===== config.mk =====
export PLATFORM = sky130hd
export DESIGN_NAME = swd_watchdog
export DESIGN_NICKNAME = d
export VERILOG_FILES = /design/src/design/swd_tick_div.v /design/src/design/swd_watchdog.v
export VERILOG_INCLUDE_DIRS = /design/src /design/src/inc
export SDC_FILE = /design/constraint.sdc
export NUM_CORES = 1
export LEC_CHECK = 0
export BUFFER_PORTS_ARGS = -buffer_cell sky130_fd_sc_hd__buf_4
export CORE_MARGIN = 4
export CORE_UTILIZATION = 30
export DETAILED_ROUTE_END_ITERATION = 10
export MAX_ROUTING_LAYER = met4
export PLACE_DENSITY = 0.49
export RECOVER_POWER = 25
export SLEW_MARGIN = 20
export SYNTH_ARGS = -nofsm -noshare
export SYNTH_HDL_FRONTEND = slang
export SYNTH_SLANG_ARGS = --single-unit

===== constraint.sdc =====
create_clock -name clk -period 2.55 [get_ports clk]
set_input_delay 0.255 -clock clk [delete_from_list [all_inputs] [get_ports clk]]
set_output_delay 0.255 -clock clk [all_outputs]
set_load 0.02 [all_outputs]

===== src/inc/sio_wdt_regs.vh =====
// register map, codes and timing constants of the super i/o watchdog
`ifndef SIO_WDT_REGS_VH
`define SIO_WDT_REGS_VH

// ************************************************************
// port addresses and unlock code
// ************************************************************
`define SWD_INDEX_PORT   16'h002E
`define SWD_DATA_PORT    16'h002F
`define SWD_UNLOCK_BYTE  8'h87
`define SWD_LOCK_BYTE    8'hAA
`define SWD_LDN_INDEX    8'h07
`define SWD_LDN_WATCHDOG 8'h08

// ************************************************************
// register indices and values
// ************************************************************
`define SWD_REG_ACTIVATE  8'h30
`define SWD_REG_TIME_UNIT 8'hF0
`define SWD_REG_COUNT     8'hF1
`define SWD_UNIT_SECONDS  8'h00
`define SWD_UNIT_MINUTES  8'h08
`define SWD_ACT_BIT       0
`define SWD_RESET_ZERO    8'h00

// ************************************************************
// timing
// ************************************************************
`define SWD_CLK_HZ        50000000
`define SWD_SECOND_CYCLES (`SWD_CLK_HZ * 1)
`define SWD_MINUTE_TICKS  60
`define SWD_RST_PULSE_CYC 16

`endif


===== src/design/swd_tick_div.v =====
// divider that makes one-cycle second and minute enable pulses
`timescale 1ns/1ns
`default_nettype none
`include "sio_wdt_regs.vh"

module swd_tick_div #(
	parameter SECOND_CYCLES = `SWD_SECOND_CYCLES,
	parameter MINUTE_TICKS  = `SWD_MINUTE_TICKS
) (
	// clock and reset
	input  wire        clk,
	input  wire        nrst,
	// restart the time base
	input  wire        restart,
	// one-cycle enables
	output reg         sec_tick_r,
	output reg         min_tick_r
);
	reg  [31:0] cyc_r;
	reg  [7:0]  sec_cnt_r;

	// ************************************************************
	// cascade of cycle and second counters
	// ************************************************************
	// restart keeps the first unit whole after a reload
	always @(posedge clk or negedge nrst) begin
		if (!nrst) begin
			cyc_r      <= 32'h00000000;
			sec_cnt_r  <= 8'h00;
			sec_tick_r <= 1'b0;
			min_tick_r <= 1'b0;
		end else if (restart) begin
			cyc_r      <= 32'h00000000;
			sec_cnt_r  <= 8'h00;
			sec_tick_r <= 1'b0;
			min_tick_r <= 1'b0;
		end else begin
			sec_tick_r <= 1'b0;
			min_tick_r <= 1'b0;
			if (cyc_r == SECOND_CYCLES - 1) begin
				cyc_r      <= 32'h00000000;
				sec_tick_r <= 1'b1;
				if (sec_cnt_r == MINUTE_TICKS - 1) begin
					sec_cnt_r  <= 8'h00;
					min_tick_r <= 1'b1;
				end else begin
					sec_cnt_r <= sec_cnt_r + 8'h01;
				end
			end else begin
				cyc_r <= cyc_r + 32'h00000001;
			end
		end
	end
endmodule
`default_nettype wire


===== src/design/swd_watchdog.v =====
// super i/o watchdog: index/data configuration ports and countdown
//
// What this block does
// - counter counts down from the preset and fires system reset on reaching zero
// - two unlock bytes in a row on the index port open configuration mode
// - time unit register: zero selects seconds, eight selects minutes
// - count register holds the timeout in units; writing it loads the countdown
//
// the host port bus runs on clk, so its strobes pass no synchroniser
// count zero parks the timer: it never fires until a nonzero count is written
// a count write or an activation write restarts the time base, so the
// first unit after any reload is always a whole unit
// a time unit change takes effect at the next tick of the new unit
// the reset pulse width is set by RST_PULSE_CYC; software can stretch it only by a reload that expires again during the pulse
// a fresh expiry during a running pulse restarts the full pulse width
`timescale 1ns/1ns
`default_nettype none
`include "sio_wdt_regs.vh"

module swd_watchdog #(
	parameter SECOND_CYCLES = `SWD_SECOND_CYCLES,
	parameter MINUTE_TICKS  = `SWD_MINUTE_TICKS,
	parameter RST_PULSE_CYC = `SWD_RST_PULSE_CYC
) (
	// clock and reset
	input  wire        clk,
	input  wire        nrst,
	// i/o port bus, single-cycle strobes
	input  wire [15:0] io_addr,
	input  wire        io_wr,
	input  wire        io_rd,
	input  wire [7:0]  io_wdata,
	output reg  [7:0]  io_rdata_r,
	output reg         io_rvalid_r,
	// system reset request and state
	output reg         sys_reset_r,
	output wire        wdog_running
);
	// unlock sequence states
	localparam ST_LOCKED = 2'h0;
	localparam ST_HALF   = 2'h1;
	localparam ST_OPEN   = 2'h2;

	reg  [1:0] cfg_st_r;
	reg  [1:0] cfg_st_nxt;
	reg  [7:0] index_r;
	reg  [7:0] ldn_r;
	reg  [7:0] activate_r;
	reg  [7:0] unit_r;
	reg  [7:0] count_r;
	reg  [7:0] remain_r;
	reg  [7:0] pulse_r;
	reg        fired_r;
	// read selection ahead of the read data register
	reg  [7:0] rd_mux;

	wire wr_index = io_wr && (io_addr == `SWD_INDEX_PORT);
	wire wr_data  = io_wr && (io_addr == `SWD_DATA_PORT);
	wire rd_data  = io_rd && (io_addr == `SWD_DATA_PORT);
	wire cfg_open = (cfg_st_r == ST_OPEN);
	wire wd_sel   = (ldn_r == `SWD_LDN_WATCHDOG);
	wire wr_act   = cfg_open && wr_data && wd_sel && (index_r == `SWD_REG_ACTIVATE);
	wire wr_unit  = cfg_open && wr_data && wd_sel && (index_r == `SWD_REG_TIME_UNIT);
	wire wr_count = cfg_open && wr_data && wd_sel && (index_r == `SWD_REG_COUNT);
	wire enabled  = activate_r[`SWD_ACT_BIT];
	wire sec_tick;
	wire min_tick;
	wire unit_tick;
	wire reload;
	// countdown qualifiers
	wire count_step;
	wire expire;

	assign unit_tick    = (unit_r == `SWD_UNIT_MINUTES) ? min_tick : sec_tick;
	assign reload       = wr_count || wr_act;
	assign wdog_running = enabled && (remain_r != `SWD_RESET_ZERO) && !fired_r;

	// ************************************************************
	// time base
	// ************************************************************
	swd_tick_div #(
		.SECOND_CYCLES (SECOND_CYCLES),
		.MINUTE_TICKS  (MINUTE_TICKS)
	) u_div (
		.clk        (clk),
		.nrst       (nrst),
		.restart    (reload),
		.sec_tick_r (sec_tick),
		.min_tick_r (min_tick)
	);

	// ************************************************************
	// unlock sequence
	// ************************************************************
	// any other index write between the two unlock bytes starts over
	always @* begin
		cfg_st_nxt = cfg_st_r;
		case (cfg_st_r)
			ST_LOCKED: begin
				if (wr_index && io_wdata == `SWD_UNLOCK_BYTE)
					cfg_st_nxt = ST_HALF;
			end
			ST_HALF: begin
				if (wr_index)
					cfg_st_nxt = (io_wdata == `SWD_UNLOCK_BYTE) ? ST_OPEN : ST_LOCKED;
			end
			ST_OPEN: begin
				if (wr_index && io_wdata == `SWD_LOCK_BYTE)
					cfg_st_nxt = ST_LOCKED;
			end
			default: cfg_st_nxt = ST_LOCKED;
		endcase
	end

	always @(posedge clk or negedge nrst) begin
		if (!nrst)
			cfg_st_r <= ST_LOCKED;
		else
			cfg_st_r <= cfg_st_nxt;
	end

	// ************************************************************
	// configuration registers
	// ************************************************************
	// accesses are ignored until the unlock completes
	always @(posedge clk or negedge nrst) begin
		if (!nrst) begin
			index_r    <= `SWD_RESET_ZERO;
			ldn_r      <= `SWD_RESET_ZERO;
			activate_r <= `SWD_RESET_ZERO;
			unit_r     <= `SWD_UNIT_SECONDS;
			count_r    <= `SWD_RESET_ZERO;
		end else begin
			if (cfg_open && wr_index)
				index_r <= io_wdata;
			if (cfg_open && wr_data && index_r == `SWD_LDN_INDEX)
				ldn_r <= io_wdata;
			if (wr_act)
				activate_r <= io_wdata;
			if (wr_unit)
				unit_r <= io_wdata;
			if (wr_count)
				count_r <= io_wdata;
		end
	end

	// ************************************************************
	// read path
	// ************************************************************
	// locked, foreign-device or unmapped reads give zero
	always @* begin
		rd_mux = 8'h00;
		if (cfg_open) begin
			if (index_r == `SWD_LDN_INDEX)
				rd_mux = ldn_r;
			else if (wd_sel && index_r == `SWD_REG_ACTIVATE)
				rd_mux = activate_r;
			else if (wd_sel && index_r == `SWD_REG_TIME_UNIT)
				rd_mux = unit_r;
			else if (wd_sel && index_r == `SWD_REG_COUNT)
				rd_mux = remain_r; // live count shows progress
		end
	end

	// read data registered one cycle after the strobe, zero between reads
	always @(posedge clk or negedge nrst) begin
		if (!nrst) begin
			io_rdata_r  <= 8'h00;
			io_rvalid_r <= 1'b0;
		end else begin
			io_rvalid_r <= rd_data;
			if (rd_data)
				io_rdata_r <= rd_mux;
			else
				io_rdata_r <= 8'h00;
		end
	end

	// ************************************************************
	// countdown and reset pulse
	// ************************************************************
	// a unit tick only counts while enabled, armed and not yet expired;
	// a reload in the same cycle wins, so software that is just in time is spared
	assign count_step = enabled && !fired_r && (remain_r != `SWD_RESET_ZERO) && unit_tick;
	assign expire     = count_step && (remain_r == 8'h01) && !reload;

	// a count write restarts the countdown, even after expiry
	always @(posedge clk or negedge nrst) begin
		if (!nrst) begin
			remain_r <= `SWD_RESET_ZERO;
			fired_r  <= 1'b0;
		end else if (wr_count) begin
			remain_r <= io_wdata;
			fired_r  <= 1'b0;
		end else if (wr_act) begin
			remain_r <= count_r;
			fired_r  <= 1'b0;
		end else if (count_step) begin
			remain_r <= remain_r - 8'h01;
			if (expire)
				fired_r <= 1'b1;
		end
	end

	// reset pulse; an expiry outranks the running pulse countdown
	always @(posedge clk or negedge nrst) begin
		if (!nrst) begin
			pulse_r     <= 8'h00;
			sys_reset_r <= 1'b0;
		end else if (expire) begin
			pulse_r     <= RST_PULSE_CYC[7:0];
			sys_reset_r <= 1'b1;
		end else if (sys_reset_r) begin
			pulse_r <= pulse_r - 8'h01;
			if (pulse_r == 8'h01)
				sys_reset_r <= 1'b0;
		end
	end
endmodule
`default_nettype wire


# Word-level counts from Yosys, hierarchy flattened
# Index checks and enable logic that the tools add are counted.
[classes]
n_eq_ne = 19
addsub = 4
n_mux = 34
n_reduce_logical = 33
[op_table]
columns = ["cell", "count"]
rows = [
  ["8-bit two-way mux", 14],
  ["32-bit two-way mux", 2],
  ["32-bit by 1-bit adder with 32-bit output, second input constant", 1],
  ["16-bit by 6-bit equality test with 1-bit output, second input constant", 2],
  ["32-bit by 26-bit equality test with 1-bit output, second input constant", 1],
  ["8-bit equality test, second input constant", 4],
  ["1-bit logical AND", 22],
  ["8-bit by 1-bit equality test with 1-bit output, second input constant", 2],
  ["8-bit by 4-bit equality test with 1-bit output, second input constant", 2],
  ["8-bit by 6-bit equality test with 1-bit output, second input constant", 2],
  ["8-bit by 1-bit subtractor with 8-bit output, second input constant", 2],
  ["1-bit two-way mux", 13],
  ["8-bit by 1-bit adder with 8-bit output, second input constant", 1],
  ["8-bit by 3-bit equality test with 1-bit output, second input constant", 1],
  ["2-bit two-way mux", 4],
  ["8-bit nonzero test", 1],
  ["2-bit case mux with 3 select lines", 1],
  ["3-bit nonzero test", 2],
  ["2-bit != test, second input constant", 2],
  ["2-bit nonzero test", 2],
  ["3-bit AND reduction", 1],
  ["2-bit by 1-bit equality test with 1-bit output, second input constant", 1],
  ["2-bit equality test, second input constant", 1],
  ["1-bit zero test", 2],
  ["4 further kinds", 4],
]
[word_totals]
regBits = 111
input_bits = 28
out_inout_bits = 11
elab_cells = 106

# Longest topological paths before layout
[depth]
depth_word = 12
depth_mapped = 8
depth_no_buf = 6

# Hierarchy
# A second synthesis with hierarchy kept.
[unflattened]
cells_unflattened = 570
hier_area_um2 = 5906.9
[modules_own_cells]
columns = ["mod", "n_inst", "area_per_inst_um2", "cells_each", "seq_area_each_um2"]
rows = [
  ["swd_watchdog", 1, 3553.4, 312, 1726.7],
  ["swd_tick_div", 1, 2353.5, 258, 1051.0],
]

# Worst setup path before layout
# No wires, ideal clock.
[synth_timing]
path_type = "reg-to-reg"
start = "register remain_r[0]"
end = "register pulse_r[1]"
path_stages_with_launch = 7
arrival_time_ns = 2.255
slack_ns = 0.149
period_less_slack_ns = 2.401
path_cell_list = "dfrtp_1 inv_1 ha_1 a311oi_1 o21ai_1 nor3_2 a211oi_1"
[synth_via]
elab_chain_cells = 6
elab_cells_between_ends = 8
[synth_rtl]
columns = ["item", "line", "text"]
rows = [
  ["start, declared", "swd_watchdog.v:51", "reg [7:0] remain_r;"],
  ["start signal, assigned", "swd_watchdog.v:190", "remain_r <= `SWD_RESET_ZERO;"],
  ["start signal, assigned", "swd_watchdog.v:193", "remain_r <= io_wdata;"],
  ["start signal, assigned", "swd_watchdog.v:196", "remain_r <= count_r;"],
  ["8-bit nonzero test (no source line)", "--", ""],
  ["1-bit logical AND (2 in a row)", "swd_watchdog.v:184", "assign count_step = enabled && !fired_r && (remain_r != `SWD_RESET_ZERO) && unit_tick;"],
  ["1-bit logical AND * (2 in a row)", "swd_watchdog.v:185", "assign expire = count_step && (remain_r == 8'h01) && !reload;"],
  ["8-bit two-way mux / 2-bit nonzero test (equally long branches)", "--", ""],
  ["end signal, assigned", "swd_watchdog.v:211", "pulse_r <= RST_PULSE_CYC[7:0];"],
  ["end signal, assigned", "swd_watchdog.v:214", "pulse_r <= pulse_r - 8'h01;"],
  ["end, declared", "swd_watchdog.v:52", "reg [7:0] pulse_r;"],
]
# Mark *: on every way between the ends. The rest lies on a longest branch, timed or not.
# A chain may end at the register's enable or synchronous reset.

# Worst setup path in the final report
[layout_timing]
start = "register u_div.cyc_r[0]"
end = "register u_div.sec_cnt_r[5]"
[layout_via]
elab_chain_cells = 2
[layout_rtl]
columns = ["item", "line", "text"]
rows = [
  ["start, declared", "swd_tick_div.v:19", "reg [31:0] cyc_r;"],
  ["start signal, assigned", "swd_tick_div.v:50", "cyc_r <= cyc_r + 32'h00000001;"],
  ["32-bit by 26-bit equality test with 1-bit output", "swd_tick_div.v:40", "if (cyc_r == SECOND_CYCLES - 1) begin"],
  ["2-bit nonzero test (no source line)", "--", ""],
  ["end signal, assigned", "swd_tick_div.v:47", "sec_cnt_r <= sec_cnt_r + 8'h01;"],
  ["end, declared", "swd_tick_div.v:20", "reg [7:0] sec_cnt_r;"],
]
# No other way between the ends.

==> run metrics <==
Worst Tran Pin Value=1.392 ns; Nets=625; hold path start=io_rd; average size of a mapped cell=10.72 µm²; most common cell after layout, fill and taps aside=dfrtp_1; CP Data Required Time=2.83 ns; EDFF count, synth=0; ys flop type=dfrtp_1; htree depth=3; status=finished, final reports clean; DR vias=4347; max cap viols=0; clk buf depth=2; final worst path period share=91.90%; row cnt=50; end of the worst hold path=io_rvalid_r; hold crit path type=in2reg; Peak VDD IR=0.0003711 V; Routed Wire Length=13960 µm; die height=145.8 µm; most frequent cells in the layout=111 x dfrtp_1, 51 x buf_4, 50 x nor2_1; Final Hold Vio Count=0; CTS Root Cell=clkbuf_16; DRC Markers=0; Final TNS setup=0 ns; Post-Syn Area=5693 µm²; Area Overhead vs Synth=17.65%; crit path launch type=flop; gr usage total=13.90%; layout cells sized above 1=22.86%; GRT Residual Overflow=0; post-synthesis sequential area ratio=48.79%; endpoints failing setup=0; Synth async-reset ratio=100.0%; cts repair resizes=0; CTS tree=yes; Post-CTS Setup Bufs=0; global-route wire length before repair=23590 µm; initial antenna violation count=0; Reg2Reg Depth=7; critical path class=reg2reg; number of CTS-inserted buffers=9; Top Ports=39; worst-skew pair later-pin latency=0.35 ns; r2r setup slk=0.21 ns; DR pass1 iterations=4; Syn Inst Count=531; fin cells=829; DR vias/cell=5.244; Core ar.=18710 µm²; Syn Nets=566; initial core utilization=30.43%; pin count of the biggest net entering global routing=53; 1st-iter DRT viols=303; skew final=0.01350 ns; FF+latch count, synth=111; Reg-to-Reg End=u_div.sec_cnt_r[5]; arrival time worst endpoint=2.62 ns; Worst-path clk slew=0.08 ns; crit path max fanout=9; GPL Wtd Cong=0.7891; post-route ant nets=0; Synthesis Warnings=0; Avg WL per Cell=16.83 µm; Worst Hold Depth=2; port bufs=38; hpwl dp=10020 µm; Tmin final=2.344 ns; Crit. End Element=flop; RSZ-0062 raised after global routing=no; Unique masters post-synth=63; final slew viol count=0; Peak Freq=426.7 MHz; DP Area=6412 µm²; relative slew slack=7.190%; leakage=2.940 nW; pwr dens=496.6 nW/µm²; die area=21240 µm²; Die Wd=145.8 µm; ant diodes=0; number of hold buffers added after CTS=1; Post-Layout Inst Area=6698 µm²; vias in the first global route=4492; Clock Sinks=111; RR Startpoint=u_div.cyc_r[0]; placed instance count=812
where the power goes:
part	switching, mW	total [mW]	internal (mW)
registers	0.0000000990	1.76	1.76
logic	0.0669	0.103	0.0360
clock network	0.689	1.46	0.776
total	0.756	3.33	2.57
critical path, stage by stage, from the launching register on:
cell and delay [ns]:
dfrtp_1 0.39, ha_1 0.26, and4_1 0.32, nand2_1 0.12, or3_1 0.50, buf_4 0.21
or3_1 0.34, a21oi_1 0.14
state kept, by name, summed over array words and instances, names as in the netlist:
name / count
count_r: 8
remain_r: 8
cfg_st_r: 2
pulse_r: 8
u_div.sec_cnt_r: 8
unit_r: 8
u_div.cyc_r: 32
io_rvalid_r: 1
io_rdata_r: 8
activate_r: 8
index_r: 8
ldn_r: 8
fired_r: 1
u_div.min_tick_r: 1
u_div.sec_tick_r: 1
sys_reset_r: 1
stage by stage:
step,util (%),worst slack (ns),power (mW),hold slack (ns)
after floorplan,-,0.1486,1.801,-0.04059
after global placement,34.28,0.1701,1.898,0.3612
after detailed placement,34.28,0.2017,1.899,0.3613
after CTS,35.96,0.1946,3.382,0.1658
after global routing,35.81,0.01900,3.458,0.1688
final,35.81,0.2064,3.326,0.1794
synth_stat cells (3+ instances only):
| master | number | share of area (%) |
|---|---|---|
| nor4_4 | 3 | 1.1 |
| nand3_1 | 27 | 2.4 |
| a22oi_1 | 18 | 2.4 |
| nand2b_1 | 3 | 0.33 |
| nor4_1 | 8 | 0.88 |
| and2_1 | 4 | 0.44 |
| ha_1 | 7 | 1.5 |
| inv_1 | 8 | 0.53 |
| or3_1 | 4 | 0.44 |
| clkbuf_1 | 9 | 0.59 |
| and4b_1 | 3 | 0.53 |
| nand2_1 | 32 | 2.1 |
| or4b_2 | 3 | 0.53 |
| nand3b_1 | 3 | 0.40 |
| and4_1 | 4 | 0.62 |
| o31ai_1 | 3 | 0.40 |
| nor4b_1 | 6 | 0.92 |
| dfrtp_1 | 111 | 49 |
| xor2_1 | 25 | 3.8 |
| mux2_2 | 38 | 7.5 |
| a211oi_2 | 4 | 0.88 |
| nand4_1 | 18 | 2.0 |
| a211oi_1 | 3 | 0.40 |
| or4_1 | 6 | 0.79 |
| nor3_1 | 19 | 1.7 |
| a22o_1 | 6 | 0.92 |
| and3_1 | 14 | 1.5 |
| o21ai_0 | 11 | 0.97 |
| buf_2 | 4 | 0.35 |
| a21oi_1 | 20 | 1.8 |
| xnor2_1 | 11 | 1.7 |
| nor2_1 | 50 | 3.3 |
how the worst max path moves through the flow:
stage                         from            endpoint  cells after the start
CTS                 u_div.cyc_r[0]  u_div.sec_cnt_r[7]                      6
detailed placement  u_div.cyc_r[0]  u_div.sec_cnt_r[6]                      6
global placement    u_div.cyc_r[0]  u_div.sec_cnt_r[5]                      7
floorplan              remain_r[0]          pulse_r[1]                      6
finish              u_div.cyc_r[0]  u_div.sec_cnt_r[5]                      7
global route        u_div.cyc_r[0]  u_div.sec_cnt_r[5]                      7
metal layers:
| layer | global-route usage [%] | vias up | wire length [µm] |
|---|---|---|---|
| met1 | 19.54 | 2165 | 7001 |
| met2 | 20.61 | 82 | 6398 |
| met3 | 3.083 | 8 | 434 |
| li1 | - | 2092 | - |
| met4 | 3.086 | 0 | 121 |
| met5 | - | - | 0 |
kinds of logic after synthesis:
family	after synthesis	synth area share (%)
AND/OR/NAND/NOR	228	23.76
flip-flops	111	48.79
AO/OA/AOI/OAI	87	10.86
multiplexers	38	7.516
XOR/XNOR	36	5.538
buffers and inverters	24	2.000
adder cells (fa/ha/maj)	7	1.538
area by class of cell:
class                   instances  area (µm²)
clock buffers                   9       225.2
clock inverters                 7       78.83
fillers                      1873       12010
inverters                       8       30.03
multi-input cells             396        2801
flip-flops and latches        111        2778
well taps                     234       292.8
repair buffers                 64       491.7
Note: power is estimated with default switching activity, not from simulation.
